<file path="config.mk">
export PLATFORM = sky130hd
export DESIGN_NAME = cmbp_port
export DESIGN_NICKNAME = d
export VERILOG_FILES = /design/src/cmbp_pkg.sv /design/src/cmbp_port.sv /design/src/cmbp_snoop.sv
export SDC_FILE = /design/constraint.sdc
export NUM_CORES = 1
export LEC_CHECK = 0
export BUFFER_PORTS_ARGS = -buffer_cell sky130_fd_sc_hd__buf_2
export CORE_AREA = 2 2 292 294
export DETAILED_ROUTE_END_ITERATION = 6
export DIE_AREA = 0 0 294 296
export GPL_TIMING_DRIVEN = 1
export PLACE_DENSITY_LB_ADDON = 0.05
export SLEW_MARGIN = 40
export SYNTH_ARGS = -nofsm -noshare
export SYNTH_HDL_FRONTEND = slang
export SYNTH_HIERARCHICAL = 1
export SYNTH_SLANG_ARGS = --single-unit
</file>
<file path="constraint.sdc">
create_clock -name core_clk -period 22.1 [get_ports core_clk]
set_input_delay 4.42 -clock core_clk [delete_from_list [all_inputs] [get_ports core_clk]]
set_output_delay 4.42 -clock core_clk [all_outputs]
set_load 0.02 [all_outputs]
</file>
<file path="src/cmbp_pkg.sv">
`default_nettype none
package cmbp_pkg;
  localparam logic [7:0] OFS_CTRL = 8'h00;
  localparam logic [7:0] OFS_ADDR_LO = 8'h04;
  localparam logic [7:0] OFS_ADDR_HI = 8'h08;
  localparam logic [7:0] OFS_WDATA = 8'h0C;
  localparam logic [7:0] OFS_RDATA = 8'h10;
  localparam logic [7:0] OFS_STATUS = 8'h14;
  localparam int CTRL_GO_WR = 0;
  localparam int CTRL_GO_RD = 1;
  localparam int CTRL_CLR_ERR = 2;
  localparam int CTRL_CLS_LSB = 4;
  localparam int CTRL_BAR = 6;
  localparam int CTRL_CACHE_LSB = 8;
  localparam int CTRL_PROT_LSB = 12;
  localparam logic [1:0] CLS_INNER = 2'h1;
  localparam logic [1:0] CLS_OUTER = 2'h2;
  localparam logic [1:0] CLS_MAINT = 2'h3;
  localparam logic [1:0] DOM_NONSH = 2'h0;
  localparam logic [1:0] DOM_INNER = 2'h1;
  localparam logic [1:0] DOM_OUTER = 2'h2;
  localparam logic [1:0] BAR_NONE = 2'h0;
  localparam logic [1:0] BAR_MEM = 2'h1;
  localparam logic [3:0] AR_SNOOP_PLAIN = 4'h0;
  localparam logic [3:0] AR_SNOOP_MAINT = 4'h9;
  localparam logic [2:0] AW_SNOOP_PLAIN = 3'h0;
  localparam logic [4:0] CR_MISS = 5'h00;
  localparam logic [4:0] CR_HIT_DIRTY = 5'h05;
  localparam logic [1:0] RESP_OKAY = 2'h0;
  localparam logic [1:0] RESP_SLVERR = 2'h2;
  localparam logic [7:0] BURST_LEN = 8'h00;
  localparam logic [2:0] BURST_SIZE = 3'h4;
  localparam logic [1:0] BURST_INCR = 2'h1;
  localparam logic [4:0] WR_ID = 5'h00;
  localparam logic [5:0] RD_ID = 6'h00;
  localparam int LINE_LSB = 4;
  typedef enum logic [2:0] {
    ST_IDLE = 3'b000,
    ST_WADDR = 3'b001,
    ST_WRESP = 3'b010,
    ST_RADDR = 3'b011,
    ST_RDATA = 3'b100
  } cmbp_state_t;
  typedef enum logic {
    SN_IDLE = 1'b0,
    SN_BUSY = 1'b1
  } cmbp_snoop_state_t;
endpackage
`default_nettype wire

</file>
<file path="src/cmbp_port.sv">
// Implementation choices: the address map and the AXI4-Lite slave port.
`timescale 1ns/1ns
`default_nettype none
// Summary of operation
// - Broadcast straps captured once after reset.
// - Inner shareable goes out only if enabled.
// - Outer shareable goes out only if enabled.
// - Maintenance forwarded only if enabled.
// - Barriers suppressed when barrier suppress set.
// - Bus moves only on enabled clock edges.
// - Unattributable bus error drives irq low.
// - Write address channel fields and widths.
// - Write data channel 128 bits, strobes.
// - Read address channel fields and widths.
// - Each snoop gets a 5-bit response.
// - Dirty hit returns one snoop data beat.
// - Acknowledge pulses after bus read and write; none for a local one.
// - Standby idle needs all WFI, inactive, idle.
module cmbp_port #(
  parameter int NCPU = 4
) (
  input wire logic core_clk,
  input wire logic rst,
  input wire logic s_axi_awvalid,
  output logic s_axi_awready,
  input wire logic [7:0] s_axi_awaddr,
  input wire logic s_axi_wvalid,
  output logic s_axi_wready,
  input wire logic [31:0] s_axi_wdata,
  input wire logic [3:0] s_axi_wstrb,
  output logic s_axi_bvalid,
  input wire logic s_axi_bready,
  output logic [1:0] s_axi_bresp,
  input wire logic s_axi_arvalid,
  output logic s_axi_arready,
  input wire logic [7:0] s_axi_araddr,
  output logic s_axi_rvalid,
  input wire logic s_axi_rready,
  output logic [31:0] s_axi_rdata,
  output logic [1:0] s_axi_rresp,
  input wire logic masterBusClockEnable,
  input wire logic snoopSideInactive,
  input wire logic innerShareBroadcastEn,
  input wire logic outerShareBroadcastEn,
  input wire logic maintenanceBroadcastEn,
  input wire logic barrierSuppress,
  input wire logic [NCPU-1:0] cpuWfiStandby,
  output logic busErrorIrqN,
  output logic sharedCacheIdleStandby,
  output logic awValid,
  input wire logic awReady,
  output logic [39:0] awAddr,
  output logic [4:0] awId,
  output logic [7:0] awLen,
  output logic [2:0] awSize,
  output logic [1:0] awBurst,
  output logic [3:0] awCache,
  output logic [2:0] awProt,
  output logic [1:0] awDomain,
  output logic [1:0] awBar,
  output logic [2:0] awSnoop,
  output logic awLock,
  output logic wValid,
  input wire logic wReady,
  output logic [127:0] wData,
  output logic [15:0] wStrb,
  output logic [4:0] wId,
  output logic wLast,
  input wire logic bValid,
  output logic bReady,
  input wire logic [4:0] bId,
  input wire logic [1:0] bResp,
  output logic arValid,
  input wire logic arReady,
  output logic [39:0] arAddr,
  output logic [5:0] arId,
  output logic [7:0] arLen,
  output logic [2:0] arSize,
  output logic [1:0] arBurst,
  output logic [3:0] arCache,
  output logic [2:0] arProt,
  output logic [1:0] arDomain,
  output logic [1:0] arBar,
  output logic [3:0] arSnoop,
  output logic arLock,
  input wire logic rValid,
  output logic rReady,
  input wire logic [127:0] rData,
  input wire logic [5:0] rId,
  input wire logic [3:0] rResp,
  input wire logic rLast,
  input wire logic acValid,
  output logic acReady,
  input wire logic [39:0] acAddr,
  input wire logic [2:0] acProt,
  input wire logic [3:0] acSnoop,
  output logic crValid,
  input wire logic crReady,
  output logic [4:0] crResp,
  output logic cdValid,
  input wire logic cdReady,
  output logic [127:0] cdData,
  output logic cdLast,
  output logic readAck,
  output logic writeAck
);
  typedef struct packed {
    cmbp_pkg::cmbp_state_t st;
    logic cfgValid;
    logic [3:0] cfg;
    logic pendWr;
    logic pendRd;
    logic [1:0] cls;
    logic bar;
    logic [3:0] cache;
    logic [2:0] prot;
    logic [39:0] addr;
    logic [31:0] wdata;
    logic [31:0] rdata;
    logic err;
    logic irqN;
    logic lastLocal;
    logic [1:0] lastResp;
    logic [39:0] lineAddr;
    logic [127:0] lineData;
    logic lineDirty;
    logic [39:0] busAddr;
    logic [31:0] busW;
    logic [3:0] busCache;
    logic [2:0] busProt;
    logic [1:0] dom;
    logic [1:0] barOut;
    logic [3:0] arSn;
    logic awV;
    logic wV;
    logic bRdy;
    logic arV;
    logic rRdy;
    logic rack;
    logic wack;
    logic idleStby;
    logic awHeld;
    logic [7:0] awA;
    logic wHeld;
    logic [31:0] wD;
    logic [3:0] wS;
    logic awRdy;
    logic wRdy;
    logic arRdy;
    logic sbV;
    logic [1:0] sbR;
    logic srV;
    logic [31:0] srD;
    logic [1:0] srR;
  } cmbp_port_t;
  cmbp_port_t s;
  cmbp_port_t n;
  logic busy;
  logic clrErr;
  logic dirtyClr;
  logic snoopIdle;

  // Bits cfg[0..3]: inner, outer, maintenance, barrier suppress.
  function automatic logic staysLocal(input logic [1:0] cls, input logic bar, input logic [3:0] cfg);
    staysLocal = (cls == cmbp_pkg::CLS_INNER && !cfg[0]) || (cls == cmbp_pkg::CLS_OUTER && !cfg[1])
      || (cls == cmbp_pkg::CLS_MAINT && !cfg[2]) || (bar && cfg[3]);
  endfunction

  function automatic logic [1:0] clsDomain(input logic [1:0] cls);
    case (cls)
      cmbp_pkg::CLS_INNER: clsDomain = cmbp_pkg::DOM_INNER;
      cmbp_pkg::CLS_OUTER: clsDomain = cmbp_pkg::DOM_OUTER;
      cmbp_pkg::CLS_MAINT: clsDomain = cmbp_pkg::DOM_INNER;
      default: clsDomain = cmbp_pkg::DOM_NONSH;
    endcase
  endfunction

  function automatic logic [31:0] mrg(input logic [31:0] old, input logic [31:0] nw, input logic [3:0] be);
    for (int i = 0; i < 4; i++)
      mrg[8*i+:8] = be[i] ? nw[8*i+:8] : old[8*i+:8];
  endfunction

  assign busy = s.pendWr || s.pendRd || s.st != cmbp_pkg::ST_IDLE;

  ////////////////////////////////////////////////////////////////////////////
  always_comb
  begin
    n = s;
    clrErr = 1'b0;
    n.rack = 1'b0;
    n.wack = 1'b0;
    if (s_axi_awvalid && s.awRdy)
    begin
      n.awHeld = 1'b1;
      n.awA = s_axi_awaddr;
    end
    if (s_axi_wvalid && s.wRdy)
    begin
      n.wHeld = 1'b1;
      n.wD = s_axi_wdata;
      n.wS = s_axi_wstrb;
    end
    if (s.sbV && s_axi_bready) n.sbV = 1'b0;
    if (s.awHeld && s.wHeld && !s.sbV)
    begin
      n.awHeld = 1'b0;
      n.wHeld = 1'b0;
      n.sbV = 1'b1;
      n.sbR = cmbp_pkg::RESP_OKAY;
      case (s.awA)
        cmbp_pkg::OFS_CTRL:
        begin
          if (s.wS[0])
          begin
            // A start request while an operation is in flight is dropped.
            if (s.wD[cmbp_pkg::CTRL_GO_WR] && !busy) n.pendWr = 1'b1;
            if (s.wD[cmbp_pkg::CTRL_GO_RD] && !s.wD[cmbp_pkg::CTRL_GO_WR] && !busy) n.pendRd = 1'b1;
            clrErr = s.wD[cmbp_pkg::CTRL_CLR_ERR];
            n.cls = s.wD[cmbp_pkg::CTRL_CLS_LSB+:2];
            n.bar = s.wD[cmbp_pkg::CTRL_BAR];
          end
          if (s.wS[1])
          begin
            n.cache = s.wD[cmbp_pkg::CTRL_CACHE_LSB+:4];
            n.prot = s.wD[cmbp_pkg::CTRL_PROT_LSB+:3];
          end
        end
        cmbp_pkg::OFS_ADDR_LO: n.addr[31:0] = mrg(s.addr[31:0], s.wD, s.wS);
        cmbp_pkg::OFS_ADDR_HI: n.addr[39:32] = s.wS[0] ? s.wD[7:0] : s.addr[39:32];
        cmbp_pkg::OFS_WDATA: n.wdata = mrg(s.wdata, s.wD, s.wS);
        cmbp_pkg::OFS_RDATA, cmbp_pkg::OFS_STATUS: n.sbR = cmbp_pkg::RESP_OKAY;
        default: n.sbR = cmbp_pkg::RESP_SLVERR;
      endcase
    end
    if (clrErr) n.err = 1'b0;
    if (s.srV && s_axi_rready) n.srV = 1'b0;
    if (s_axi_arvalid && s.arRdy)
    begin
      n.srV = 1'b1;
      n.srR = cmbp_pkg::RESP_OKAY;
      case (s_axi_araddr)
        cmbp_pkg::OFS_CTRL: n.srD = {17'h00000, s.prot, s.cache, 1'b0, s.bar, s.cls, 4'h0};
        cmbp_pkg::OFS_ADDR_LO: n.srD = s.addr[31:0];
        cmbp_pkg::OFS_ADDR_HI: n.srD = {24'h000000, s.addr[39:32]};
        cmbp_pkg::OFS_WDATA: n.srD = s.wdata;
        cmbp_pkg::OFS_RDATA: n.srD = s.rdata;
        cmbp_pkg::OFS_STATUS: n.srD = {22'h000000, s.lastResp, s.cfgValid, s.cfg, s.lastLocal, s.err, busy};
        default:
        begin
          n.srD = 32'h00000000;
          n.srR = cmbp_pkg::RESP_SLVERR;
        end
      endcase
    end
    n.awRdy = !n.awHeld && !n.sbV;
    n.wRdy = !n.wHeld && !n.sbV;
    n.arRdy = !n.srV;
    // Straps are caught at the first edge after release, then never again.
    if (!s.cfgValid)
    begin
      n.cfg = {barrierSuppress, maintenanceBroadcastEn, outerShareBroadcastEn, innerShareBroadcastEn};
      n.cfgValid = 1'b1;
    end
    if (dirtyClr) n.lineDirty = 1'b0;
    if (masterBusClockEnable)
    begin
      case (s.st)
        cmbp_pkg::ST_IDLE:
        begin
          n.dom = clsDomain(s.cls);
          n.barOut = s.bar ? cmbp_pkg::BAR_MEM : cmbp_pkg::BAR_NONE;
          n.arSn = s.cls == cmbp_pkg::CLS_MAINT ? cmbp_pkg::AR_SNOOP_MAINT : cmbp_pkg::AR_SNOOP_PLAIN;
          n.busAddr = s.addr;
          n.busW = s.wdata;
          n.busCache = s.cache;
          n.busProt = s.prot;
          n.lastLocal = staysLocal(s.cls, s.bar, s.cfg);
          if (s.cfgValid && s.pendWr)
          begin
            n.pendWr = 1'b0;
            if (staysLocal(s.cls, s.bar, s.cfg))
            begin
              n.lineAddr = s.addr;
              n.lineData = {4{s.wdata}};
              n.lineDirty = 1'b1;
            end
            else
            begin
              n.awV = 1'b1;
              n.wV = 1'b1;
              n.st = cmbp_pkg::ST_WADDR;
            end
          end
          else if (s.cfgValid && s.pendRd)
          begin
            n.pendRd = 1'b0;
            if (staysLocal(s.cls, s.bar, s.cfg))
              n.rdata = s.lineData[31:0];
            else
            begin
              n.arV = 1'b1;
              n.st = cmbp_pkg::ST_RADDR;
            end
          end
        end
        cmbp_pkg::ST_WADDR:
        begin
          if (awReady) n.awV = 1'b0;
          if (wReady) n.wV = 1'b0;
          if (!n.awV && !n.wV)
          begin
            n.bRdy = 1'b1;
            n.st = cmbp_pkg::ST_WRESP;
          end
        end
        cmbp_pkg::ST_WRESP:
        begin
          if (bValid)
          begin
            n.bRdy = 1'b0;
            n.wack = 1'b1;
            n.lastResp = bResp;
            if (bResp[1]) n.err = 1'b1;
            n.st = cmbp_pkg::ST_IDLE;
          end
        end
        cmbp_pkg::ST_RADDR:
        begin
          if (arReady)
          begin
            n.arV = 1'b0;
            n.rRdy = 1'b1;
            n.st = cmbp_pkg::ST_RDATA;
          end
        end
        cmbp_pkg::ST_RDATA:
        begin
          if (rValid)
          begin
            n.rdata = rData[31:0];
            n.lastResp = rResp[1:0];
            if (rResp[1]) n.err = 1'b1;
            if (rLast)
            begin
              n.rRdy = 1'b0;
              n.rack = 1'b1;
              n.st = cmbp_pkg::ST_IDLE;
            end
          end
        end
        default: n.st = cmbp_pkg::ST_IDLE;
      endcase
    end
    else
    begin
      n.rack = s.rack;
      n.wack = s.wack;
    end
    n.irqN = !n.err;
    n.idleStby = &cpuWfiStandby && snoopSideInactive && !busy && snoopIdle;
  end

  always_ff @(posedge core_clk or posedge rst)
  begin
    if (rst)
    begin
      s <= '0;
      s.irqN <= 1'b1;
    end
    else s <= n;
  end

  ////////////////////////////////////////////////////////////////////////////
  cmbp_snoop u_snoop (
    .core_clk(core_clk),
    .rst(rst),
    .clkEn(masterBusClockEnable),
    .snoopSideInactive(snoopSideInactive),
    .acValid(acValid),
    .acAddr(acAddr),
    .acProt(acProt),
    .acSnoop(acSnoop),
    .acReady(acReady),
    .crValid(crValid),
    .crResp(crResp),
    .crReady(crReady),
    .cdValid(cdValid),
    .cdData(cdData),
    .cdLast(cdLast),
    .cdReady(cdReady),
    .lineAddr(s.lineAddr),
    .lineData(s.lineData),
    .lineDirty(s.lineDirty),
    .dirtyClr(dirtyClr),
    .snoopIdle(snoopIdle)
  );

  assign s_axi_awready = s.awRdy;
  assign s_axi_wready = s.wRdy;
  assign s_axi_bvalid = s.sbV;
  assign s_axi_bresp = s.sbR;
  assign s_axi_arready = s.arRdy;
  assign s_axi_rvalid = s.srV;
  assign s_axi_rdata = s.srD;
  assign s_axi_rresp = s.srR;
  assign busErrorIrqN = s.irqN;
  assign sharedCacheIdleStandby = s.idleStby;
  assign awValid = s.awV;
  assign awAddr = s.busAddr;
  assign awId = cmbp_pkg::WR_ID;
  assign awLen = cmbp_pkg::BURST_LEN;
  assign awSize = cmbp_pkg::BURST_SIZE;
  assign awBurst = cmbp_pkg::BURST_INCR;
  assign awCache = s.busCache;
  assign awProt = s.busProt;
  assign awDomain = s.dom;
  assign awBar = s.barOut;
  assign awSnoop = cmbp_pkg::AW_SNOOP_PLAIN;
  assign awLock = 1'b0;
  assign wValid = s.wV;
  assign wData = {4{s.busW}};
  assign wStrb = 16'hFFFF;
  assign wId = cmbp_pkg::WR_ID;
  assign wLast = 1'b1;
  assign bReady = s.bRdy;
  assign arValid = s.arV;
  assign arAddr = s.busAddr;
  assign arId = cmbp_pkg::RD_ID;
  assign arLen = cmbp_pkg::BURST_LEN;
  assign arSize = cmbp_pkg::BURST_SIZE;
  assign arBurst = cmbp_pkg::BURST_INCR;
  assign arCache = s.busCache;
  assign arProt = s.busProt;
  assign arDomain = s.dom;
  assign arBar = s.barOut;
  assign arSnoop = s.arSn;
  assign arLock = 1'b0;
  assign rReady = s.rRdy;
  assign readAck = s.rack;
  assign writeAck = s.wack;
endmodule
`default_nettype wire

</file>
<file path="src/cmbp_snoop.sv">
`timescale 1ns/1ns
`default_nettype none
module cmbp_snoop (
  input wire logic core_clk,
  input wire logic rst,
  input wire logic clkEn,
  input wire logic snoopSideInactive,
  input wire logic acValid,
  input wire logic [39:0] acAddr,
  input wire logic [2:0] acProt,
  input wire logic [3:0] acSnoop,
  output logic acReady,
  output logic crValid,
  output logic [4:0] crResp,
  input wire logic crReady,
  output logic cdValid,
  output logic [127:0] cdData,
  output logic cdLast,
  input wire logic cdReady,
  input wire logic [39:0] lineAddr,
  input wire logic [127:0] lineData,
  input wire logic lineDirty,
  output logic dirtyClr,
  output logic snoopIdle
);
  typedef struct packed {
    cmbp_pkg::cmbp_snoop_state_t st;
    logic acRdy;
    logic crV;
    logic [4:0] crR;
    logic cdV;
    logic [127:0] cdD;
    logic clr;
  } cmbp_snoop_t;
  cmbp_snoop_t s;
  cmbp_snoop_t n;
  logic hit;

  ////////////////////////////////////////////////////////////////////////////
  // A snoop hits only the single dirty line; the rest of the cluster is clean.
  assign hit = lineDirty && acAddr[39:cmbp_pkg::LINE_LSB] == lineAddr[39:cmbp_pkg::LINE_LSB];

  always_comb
  begin
    n = s;
    n.clr = 1'b0;
    if (clkEn)
    begin
      case (s.st)
        cmbp_pkg::SN_IDLE:
        begin
          n.acRdy = !snoopSideInactive;
          if (acValid && s.acRdy)
          begin
            n.acRdy = 1'b0;
            n.crV = 1'b1;
            n.crR = hit ? cmbp_pkg::CR_HIT_DIRTY : cmbp_pkg::CR_MISS;
            n.cdV = hit;
            n.cdD = lineData;
            n.clr = hit;
            n.st = cmbp_pkg::SN_BUSY;
          end
        end
        cmbp_pkg::SN_BUSY:
        begin
          if (s.crV && crReady) n.crV = 1'b0;
          if (s.cdV && cdReady) n.cdV = 1'b0;
          if (!n.crV && !n.cdV) n.st = cmbp_pkg::SN_IDLE;
        end
        default: n.st = cmbp_pkg::SN_IDLE;
      endcase
    end
  end

  always_ff @(posedge core_clk or posedge rst)
  begin
    if (rst) s <= '0;
    else s <= n;
  end

  assign acReady = s.acRdy;
  assign crValid = s.crV;
  assign crResp = s.crR;
  assign cdValid = s.cdV;
  assign cdData = s.cdD;
  assign cdLast = s.cdV;
  assign dirtyClr = s.clr;
  assign snoopIdle = s.st == cmbp_pkg::SN_IDLE;
endmodule
`default_nettype wire
</file>
Yosys cells after proc, flatten, opt, wreduce, memory -nomap -nowiden
Cells that the tools add are included.
Word-level totals
  bits in registers: 616
  latch bits: 0
  memory bits (writable): 0
  ROM bits: 0
  input port bits: 270
  output and inout bits: 485
  memories kept: 0
Operators by class
  add/sub/neg operators: 0
  multipliers: 0
  divide/modulo/power cells: 0
  magnitude comparators: 0
  equal/unequal tests: 30
  shift-type cells: 0
  multiplexer cells: 106
  bitwise gates (word level): 1
  reductions and logical operators: 85
Operators by type and width (number)
  $pmux W32 S6: 1
  $mux W32: 5
  $mux W138: 1
  $mux W93: 1
  $mux W88: 1
  $mux W84: 1
  $mux W8: 10
  $pmux W32 S2: 1
  $mux W1: 44
  $mux W37: 1
  $eq A36 B36 Y1: 1
  $reduce_and A3 Y1: 12
  $mux W35: 1
  $mux W3: 11
  $mux W33: 1
  $eq A8 B4 Y1 const B: 4
  $eq A8 B5 Y1 const B: 4
  $logic_and A1 B1 Y1: 27
  $mux W2: 11
  $ne A2 B2 Y1 const B: 10
  $reduce_and A4 Y1: 5
  $eq A8 B3 Y1 const B: 2
  $logic_not A1 Y1: 16
  $logic_not A8 Y1: 2
  26 further kinds: 49

Depth between registers and ports, before layout
Gate-level depths: netlist (run 1).
  depth in word-level cells: 12
  gate-level depth with buffers: 7
  gate-level depth less buffers: 5

Cells and area by module
Netlist (run 1), hierarchy kept.
By module, submodules not included
  cmbp_port: instances 1, cells an instance 1506, area each 18003.5 um^2, seq. area each 9460.3 um^2
  cmbp_snoop: instances 1, cells an instance 492, area each 6852.8 um^2, seq. area each 3353.2 um^2

Worst setup path after synthesis (run 1)
Ideal clock, no wire load.
  path type: input to register
  start point: input masterBusClockEnable
  end point: register s[278] (netlist bit)
  library setup time: 0.125 ns
  data arrival time: 5.966 ns
  required time: 21.975 ns
  setup slack: 16.009 ns
  stages on the path: 6
  path buffers: 2
  cell sequence: nor4b_1 -> clkbuf_1 -> nand3_1 -> nor2_2 -> buf_6 -> mux2_2
On the way
  word-level cells in the longest chain between the ends: 1
Ends and longest elaborated chain
  start, declared: RTL line cmbp_port.sv:41  | input wire logic masterBusClockEnable,
  $reduce_and A4 Y1 (no line)
  end signal, assigned: RTL line cmbp_port.sv:370  | else s <= n;
  end, declared: RTL line cmbp_port.sv:156  | cmbp_port_t s;
Every way passes these cells.
A chain may end at the register's enable or synchronous reset.

Final worst setup path (run 1)
  start point: input masterBusClockEnable
  end point: register s[303] (netlist bit)
Same word-level chain as after synthesis.

==> results.txt, run 1 <==
The run finished with clean final reports. The final hold violation count is 0, and the number of detailed-route iterations in the first pass is 5. The detail route stage leaves a number of antenna-violating nets equal to 0. The static power due to leakage came out at 0.0146 uW. The tools report the clock sink count as 508. The via count of the first global-routing pass was 14,500; the number of buffers added by the clock tree synthesis step was 61. The count of warnings emitted by yosys is 6. For the count of filler cells inserted in the layout, the log shows 8,509.

Setup repair after global routing left no endpoint under its margin. Leaving out fill and tap cells, the most frequent cells in the layout are 561 x sky130_fd_sc_hd__buf_2, 507 x sky130_fd_sc_hd__dfrtp_1, 309 x sky130_fd_sc_hd__mux2_2. The final estimated routing congestion in global placement came out at 0.772. Number of max-slew violations in the final report: 0. The region available for standard cell placement spans 84,200 sq um.

Summing all placed instances gives a cell area of 25,500 sq um. The worst-case IR drop observed on VDD is 0.0537 mV. The clock network latency to the later pin of the worst-skew pair came out at 0.63 ns.

For the initial antenna violation count, the log shows 18. Cell count after synthesis: 1,990. The highest attainable clock frequency came out at 148 MHz. The worst setup path is of the in2reg kind. Setup violations remaining at the end of the flow were counted as 0.

All-layer global routing usage: 0.172. Entering global routing, the biggest net connects 126 pins. The area growth from synthesis to layout is 11.5%. Dividing total power by cell area gives a power density of 99.9 nW/um^2. The first global-routing pass estimated 108,000 um of wire. For the post-detailed-routing wire length, the log shows 76,900 um. Post-synth design cell area: 24,700 sq um.

After clock tree synthesis, the repair step resized 0 gates. The quantity of hold-fixing buffers added after cts is 0. The tools report the overall via count from detail_route as 14,800. In the final timing run, aggregate negative setup slack is 0 ns. After the last flow step, the layout net total stands at 2,429. The smallest clock period supported by the final layout is computed as 6.77 ns.

Max-cap violations in this run came to 0. Between clock sinks in the finished design, the worst skew comes to 0.0213 ns. The data arrival time of the critical path was 7.26 ns; the via density per instance was 4.47.

The actual slew at the worst max-slew pin is 0.801 ns. TritonCTS built the clock tree. The startpoint kind of the worst setup timing path was a primary input. Clock tree synthesis selected as its root buffer the cell sky130_fd_sc_hd__clkbuf_16. With fillers left out, the area of the finished cells amounts to 27,600 sq um.

In this run the worst path has a maximum fanout of 53. The detailed-route wire length per cell was 23.3 um. The die covers 87,000 sq um. Measured along the y axis, the die boundary spans 296 um. The leading cell type in the layout, fill and taps excluded is sky130_fd_sc_hd__buf_2. Effective utilization at floorplan: 0.293. A synthesized cell averages 12.4 sq um. Clock-pin slew was measured on the worst setup and hold paths at 0.06 ns. The class of the most critical hold timing path was reg2reg.

The global-route congestion overflow total came out at 0. Kind of capture point of the worst setup path: a register. Counting along the longest clock path gives a buffer depth of 3. The count of buffers inserted at the top-level ports was 561; the fraction of layout cells with a size suffix above 1 was 0.508.

The number of top-level design ports was 755. The part of the cycle the worst path needs came out at 0.306. The die is 294 um wide. The first routing iteration left 674 violations. The worst slew slack as a fraction of its limit was 0.466; the critical path required time was 22.59 ns. The count of standard-cell rows is 107.

The logs give 0 for the total DRC errors in the routed layout and 2 for the maximum level of the CTS H-tree. HPWL after detailed placement: 57,500 um. The post-CTS setup buffer count was 0.
-- critical path: stages --
cell and delay (ns):
sky130_fd_sc_hd__buf_2 0.07, sky130_fd_sc_hd__buf_4 0.32, sky130_fd_sc_hd__nor4b_2 0.30, sky130_fd_sc_hd__nand3_1 0.36, sky130_fd_sc_hd__nor2_4 0.67, sky130_fd_sc_hd__buf_6 0.58
sky130_fd_sc_hd__mux2_2 0.40
-- through the flow --
stage               cells  utilization  setup slack (ns)  total power (uW)  hold slack, ns
floorplan            2061            -              7.29              1590           0.407
global placement     3185        0.302             14.08              1730           0.464
detailed placement   3186        0.302             14.68              1740           0.465
CTS                  3298        0.327             15.33              2800           0.479
global route         3299        0.327             15.22              2900           0.503
finish               3304        0.327             15.33              2750           0.470
-- power breakdown --
group	internal [uW]	total (uW)	switching, uW	leakage, uW
clock	626	1040	415	0.00104
combinational	206	497	291	0.00664
sequential	1060	1210	156	0.00688
-- layout make-up --
| cell class | instances | area, sq um | area share |
|---|---|---|---|
| Sequential cell | 508 | 12700 | 0.461 |
| Multi-Input combinational cell | 985 | 8290 | 0.301 |
| Timing Repair Buffer | 581 | 2990 | 0.109 |
| Clock buffer | 89 | 1860 | 0.0676 |
| Tap cell | 1090 | 1360 | 0.0495 |
| Clock inverter | 23 | 226 | 0.00822 |
| Inverter | 22 | 100 | 0.00363 |
| Antenna cell | 6 | 15.0 | 0.000545 |
-- routing by layer --
layer	up-vias	global-route usage	share of wire
met1	7549	0.248	0.48
li1	6672	-	-
met3	94	0.0358	0.052
met2	439	0.267	0.45
met4	12	0.0347	0.016
met5	-	0	0.0011
-- sequential cells by signal, summed over array words and instances, names as in the netlist, 2 cells and up --
name,cells
arAddr,40
arCache,4
arDomain,2
arProt,3
s,243
s_axi_rdata,32
u_snoop/cdData,128
wData,32
-- path summary, 6_finish.rpt --
check	startpoint	endpoint	slack (ns)	cells after the start
setup / recovery	masterBusClockEnable	s[303]	15.33	7
hold / removal	s_axi_rdata[28]	s_axi_rdata[28]	0.47	2
setup reg to reg	s[477]	s[303]	18.99	5
hold reg to reg	s_axi_rdata[28]	s_axi_rdata[28]	0.47	2
max in group asynchronous	rst	arAddr[29]	15.69	5
min in group asynchronous	rst	s[288]	3.94	2
(Power assumes the default switching activity.)
==> run 2, diff against run 1 <==
==> constraint.sdc (replaced) <==
create_clock -name core_clk -period 5.8 [get_ports core_clk]
set_input_delay 1.16 -clock core_clk [delete_from_list [all_inputs] [get_ports core_clk]]
set_output_delay 1.16 -clock core_clk [all_outputs]
set_load 0.02 [all_outputs]
==> results.txt, run 2 (synthesis results as in run 1) <==
Counting flops per register, the top entry is s. The via density per instance is 4.47, and the effective utilization at floorplan is 0.293. The most critical setup path has its endpoint at s[385].

In this run the worst path has a maximum fanout of 52. STA classifies the critical path endpoint as a register. TritonCTS built the clock tree. The logs give 0 for the number of max-slew violations in the final report and 0 for the post-CTS setup buffer count. Setup violations remaining at the end of the flow were counted as 0.

In this run, placement finished with an instance count of 3,187. The clock tree synthesis step divided the H-tree into 2 levels. The first routing iteration left 621 violations.

In this run the worst setup path begins at masterBusClockEnable. The logs give 14,800 for the overall via count from detail_route and 12,700 sq um for the sequential cell area. For the global-route congestion overflow total, the log shows 0. The logs give 0 for the final hold violation count and 22 for the initial antenna violation count. In the final layout, the multi-input gates occupy 8290 sq um.

The tools report the number of detailed-route iterations in the first pass as 5. The library cell used most frequently in the layout, excluding fill and tap cells, is sky130_fd_sc_hd__buf_2. The largest net degree at the start of global routing was 123. The count of buffers inserted at the top-level ports works out to 561.

The number of flip-flops in the largest register works out to 243. On the final layout, the worst hold slack is 0.452 ns. The tools report the capture instance of the worst register-to-register path as s[385]. The number of buffers added by the clock tree synthesis step was 61; the clock sink count was 508. The post-cts resize count came out at 0. The logs give 0.172 for the all-layer global routing usage and 3.53 ns for the data arrival time of the critical path. The part of the cycle the worst path needs was 0.517. The final estimated routing congestion in global placement was 0.819; the count of filler cells inserted in the layout was 8,470. The count of standard-cell rows came out at 107. The signed area change from the synthesized netlist to the final layout was 11.7%; the clock network latency to the later pin of the worst-skew pair was 0.63 ns. Dividing the detail-routed wire length by the instance count gives 23.2 um. The final layout contains routed wiring with a total length of 76,700 um. For this run, the top clock speed supported by timing is 333 MHz. Placeable core region: 84,200 sq um.

Setup repair after global routing left no endpoint under its margin. In the layout the commonest cells are 561 x sky130_fd_sc_hd__buf_2, 507 x sky130_fd_sc_hd__dfrtp_1, 309 x sky130_fd_sc_hd__mux2_2. The die is 294 um wide. For the finished layout, the period the worst path requires is 3.00 ns. The die is 296 um tall. Depth of the most critical reg-to-reg path: 7. During I/O placement, the number of pins put on the boundary was 755.

Class of the most critical hold timing path: reg2reg. The first-pass GRT wire length is 108,000 um. The count of nets left with antenna violations once routing finished came out at 0. The run gives 3,303 as the final cell count without fillers.

The worst slew slack as a fraction of its limit is 0.462, and the HPWL after detailed placement is 57,500 um. In the final timing run, aggregate negative setup slack is 0 ns. The run finished with clean final reports. The die area is 87,000 sq um. Quantity of hold-fixing buffers added after cts: 0.

The actual slew at the worst max-slew pin was 0.804 ns. Clock tree synthesis selected as its root buffer the cell sky130_fd_sc_hd__clkbuf_16. After detailed routing, the number of remaining DRC violations is 0. The maximum clock path buffer count came out at 3. The worst register-to-register path has a setup slack of 2.83 ns. In this run the critical register-to-register path is launched from s[477].

Startpoint kind of the worst setup timing path: a primary input. The worst setup path category is in2reg. The static power due to leakage was 0.0146 uW. After clock tree synthesis, the clock-pin slew on the worst setup and hold paths is 0.06 ns. IR analysis of the VDD net gives a maximum drop of 0.205 mV. The run gives 14,800 as the via count of the first global-routing pass. Power per unit of standard cell area: 379 nW/um^2.

The critical path required time was 6.33 ns; the number of max-capacitance violations reported was 0. In the final design database the tool counted 2,431 nets. Across the routed clock network, the largest skew measured is 0.0280 ns. The fraction of layout cells with a size suffix above 1 was 0.503.
==> run 2: through the flow <==
stage / area [sq um] / setup slack (ns) / util / total power (uW)
floorplan: 25000 / -0.381 / - / 6060
global placement: 25500 / 1.91 / 0.302 / 6600
detailed placement: 25500 / 2.11 / 0.303 / 6620
CTS: 27600 / 2.76 / 0.327 / 10700
global route: 27600 / 2.51 / 0.328 / 11000
finish: 27600 / 2.80 / 0.328 / 10500
==> run 2: critical path, cell delays in order <==
cell and delay, ns:
sky130_fd_sc_hd__buf_2 0.13, sky130_fd_sc_hd__nor4b_2 0.27, sky130_fd_sc_hd__buf_4 0.48, sky130_fd_sc_hd__nand4b_1 0.28
sky130_fd_sc_hd__o2bb2ai_4 0.39, sky130_fd_sc_hd__buf_4 0.51, sky130_fd_sc_hd__nor2_1 0.08, sky130_fd_sc_hd__a31oi_1 0.17
==> run 2: metal layers <==
metal / track usage / vias to the layer above / part of all wire
li1: - / 6657 / -
met5: 0 / - / 0.0019
met2: 0.262 / 430 / 0.45
met3: 0.0322 / 111 / 0.050
met4: 0.0391 / 22 / 0.019
met1: 0.251 / 7554 / 0.48
==> run 2: final cells by class <==
| cell class | count | share of cell area |
|---|---|---|
| Antenna cell | 3 | 0.000272 |
| Clock buffer | 102 | 0.0693 |
| Clock inverter | 10 | 0.00508 |
| Inverter | 22 | 0.00340 |
| Multi-Input combinational cell | 985 | 0.300 |
| Sequential cell | 508 | 0.461 |
| Tap cell | 1090 | 0.0494 |
| Timing Repair Buffer | 583 | 0.112 |
==> run 2: worst min path at each step <==
stage,startpoint,endpoint,slack [ns],cells past startpoint
2_1_floorplan,s[355],busErrorIrqN,0.41,1
3_3_place_gp,u_snoop/dirtyClr,s[182],0.43,1
3_5_place_dp,u_snoop/dirtyClr,s[182],0.44,1
4_1_cts,u_snoop/dirtyClr,s[182],0.45,1
5_1_grt,u_snoop/dirtyClr,s[182],0.49,1
6_report,u_snoop/dirtyClr,s[182],0.45,1
==> run 2: power by group <==
group          total [uW]  switching, uW  internal, uW
clock network        3920           1570          2360
registers            4640            608          4030
logic                1890           1100           790
total               10500           3280          7180
==> run 3, diff against run 2 <==
==> constraint.sdc (replaced) <==
create_clock -name core_clk -period 3.1 [get_ports core_clk]
set_input_delay 0.62 -clock core_clk [delete_from_list [all_inputs] [get_ports core_clk]]
set_output_delay 0.62 -clock core_clk [all_outputs]
set_load 0.02 [all_outputs]
==> results.txt, run 3 (synthesis results as in run 1) <==
The depth of the most critical reg-to-reg path came out at 5. The overall via count from detail_route came out at 14,800. The leading cell type in the layout, fill and taps excluded is sky130_fd_sc_hd__buf_2. The worst slew slack as a fraction of its limit came out at 0.557. The class of the most critical hold timing path was in2async. Via count of the first global-routing pass: 14,700. The startpoint of the most critical register-to-register path is s[79]. The y dimension of the die is 296 um. Number of max-slew violations in the final report: 0. The first detailed-routing pass ran for 5 iterations.

The logs give 508 for the clock sink count and 0.487 ns for the setup slack of the critical path after layout. Sequential cell area: 12,700 sq um. The critical path in this run is classified as reg2reg. After clock tree synthesis, the clock-pin slew on the worst setup and hold paths is 0.06 ns. The tools report the total DRC errors in the routed layout as 0. After routing, the total negative slack on setup checks comes to 0 ns. The number of top-level design ports was 755. The number of antenna-violating nets in the routed design was 0.

The filler cells instantiated in the layout total 8,500. TritonCTS built the clock tree. In this run the clock root is driven by a sky130_fd_sc_hd__clkbuf_16.

In this run the horizontal extent of the chip is 294 um. The number of clock buffers added by TritonCTS is 61. The region available for standard cell placement spans 84,200 sq um.

The HPWL after detailed placement is 58,400 um. The minimum clock period after layout is 2.61 ns, and the static power due to leakage is 0.0147 uW. In the layout the commonest cells are 561 x sky130_fd_sc_hd__buf_2, 507 x sky130_fd_sc_hd__dfrtp_1, 309 x sky130_fd_sc_hd__mux2_2. The floorplan step defined a die boundary enclosing 87,000 sq um. Maximum clock skew at final layout: 0.0250 ns. For the all-layer global routing usage, the log shows 0.171.

The endpoint identified for the worst register-to-register timing path is s[393]. The tools report the kind of capture point of the worst setup path as a register. For this block, the initial DRC count from the detailed router was 571.

The worst setup path is launched from a register. For the worst-skew pair, the clock arrives at the later sink with an insertion delay of 0.62 ns. Ranked by flip-flop count, first place goes to s. The highest attainable clock frequency is 383 MHz, and the maximum level of the CTS H-tree is 2.

In this run the worst path has a maximum fanout of 8. The floorplan has 107 rows. Setup violations remaining at the end of the flow were counted as 0. The via density per instance is 4.46, and the post-CTS setup buffer count is 0.

For the worst setup path, the data arrival time is 3.11 ns. Max-cap violations in this run came to 0. The final layout contains routed wiring with a total length of 76,700 um.

At the end of the flow, the number of nets in the layout was 2,454. The reg2reg setup slack is 0.49 ns, and the fraction of layout cells with a size suffix above 1 is 0.511. In this run, post-CTS hold repair placed 0 buffers. Dividing the detail-routed wire length by the instance count gives 23.1 um. The critical path required time was 3.60 ns; the area taken by multi-input logic gates was 8270 sq um. The register with the most flip-flops in the layout has 243 of them.

At the placement stage, the worst setup path has a slack of 0.416 ns. The part of the cycle the worst path needs was 0.843. Maximum clock path buffer count: 3.

The flow ran to the end, and the final reports show no timing, DRC or antenna violations. The first global-routing pass estimated 108,000 um of wire. For the pin with the worst max-slew slack, the measured transition is 0.659 ns.

Setup repair after global routing left no endpoint under its margin. The tools report the global-route congestion overflow total as 0. Input and output buffers added on the ports amount to 561. The worst voltage drop across the vdd grid was 0.353 mV; the final hold violation count was 0. For the post-cts resize count, the log shows 0. Entering global routing, the biggest net connects 97 pins. The effective utilization at floorplan is 0.293, and the signed area change from the synthesized netlist to the final layout is 12.8%. Power per unit of standard cell area: 707 nW/um^2. The final estimated routing congestion in global placement is 0.771.

The initial antenna violation count is 17.
-- run 3: worst max-delay path by stage --
| stage | start | end | slack [ns] |
|---|---|---|---|
| finish | s[79] | s[393] | 0.49 |
| global route | s[79] | s[393] | 0.31 |
| CTS | s[79] | s[409] | 0.40 |
| detailed placement | s[79] | s[416] | 0.42 |
| global placement | s[79] | s[419] | 0.46 |
| floorplan | rst | arAddr[0] | -2.54 |
-- run 3: stage by stage --
step / hold WS, ns / util / cell area (sq um) / total power, uW / std cells
3_5_place_dp: 0.432 / 0.306 / 25800 / 12400 / 3211
4_1_cts: 0.0849 / 0.331 / 27900 / 20100 / 3318
5_1_grt: 0.106 / 0.331 / 27900 / 20700 / 3320
3_3_place_gp: 0.433 / 0.306 / 25800 / 12400 / 3211
2_1_floorplan: 0.407 / - / 25000 / 11300 / 2061
6_report: 0.0997 / 0.331 / 27900 / 19700 / 3324
-- run 3: cell type report --
type / instances / area share
well taps: 1090 / 0.0489
clock buffers: 87 / 0.0648
clock inverters: 20 / 0.00961
diodes: 6 / 0.000539
inverters: 22 / 0.00323
multi-input cells: 985 / 0.297
flip-flops and latches: 508 / 0.456
repair buffers: 606 / 0.120
-- run 3: where the power goes --
part	leakage (uW)	switching (uW)	internal, uW
Clock	0.00103	2940	4510
Sequential	0.00688	1140	7540
Combinational	0.00680	2070	1520
-- run 3: critical path: stages (launching register included) --
cell	delay, ns
sky130_fd_sc_hd__dfrtp_1	0.39
sky130_fd_sc_hd__nor4_2	0.32
sky130_fd_sc_hd__or4b_1	0.67
sky130_fd_sc_hd__nor2_2	0.36
sky130_fd_sc_hd__nand2_1	0.34
sky130_fd_sc_hd__mux2_1	0.41
-- run 3: per-layer routing --
layer  vias up  track usage  share of wire  wire [um]
met5         -            0         0.0016        122
met4        20       0.0393          0.019       1470
met3       107       0.0365          0.052       4000
met2       428        0.264           0.45      34600
met1      7557        0.246           0.48      36500
li1       6718            -              -          -
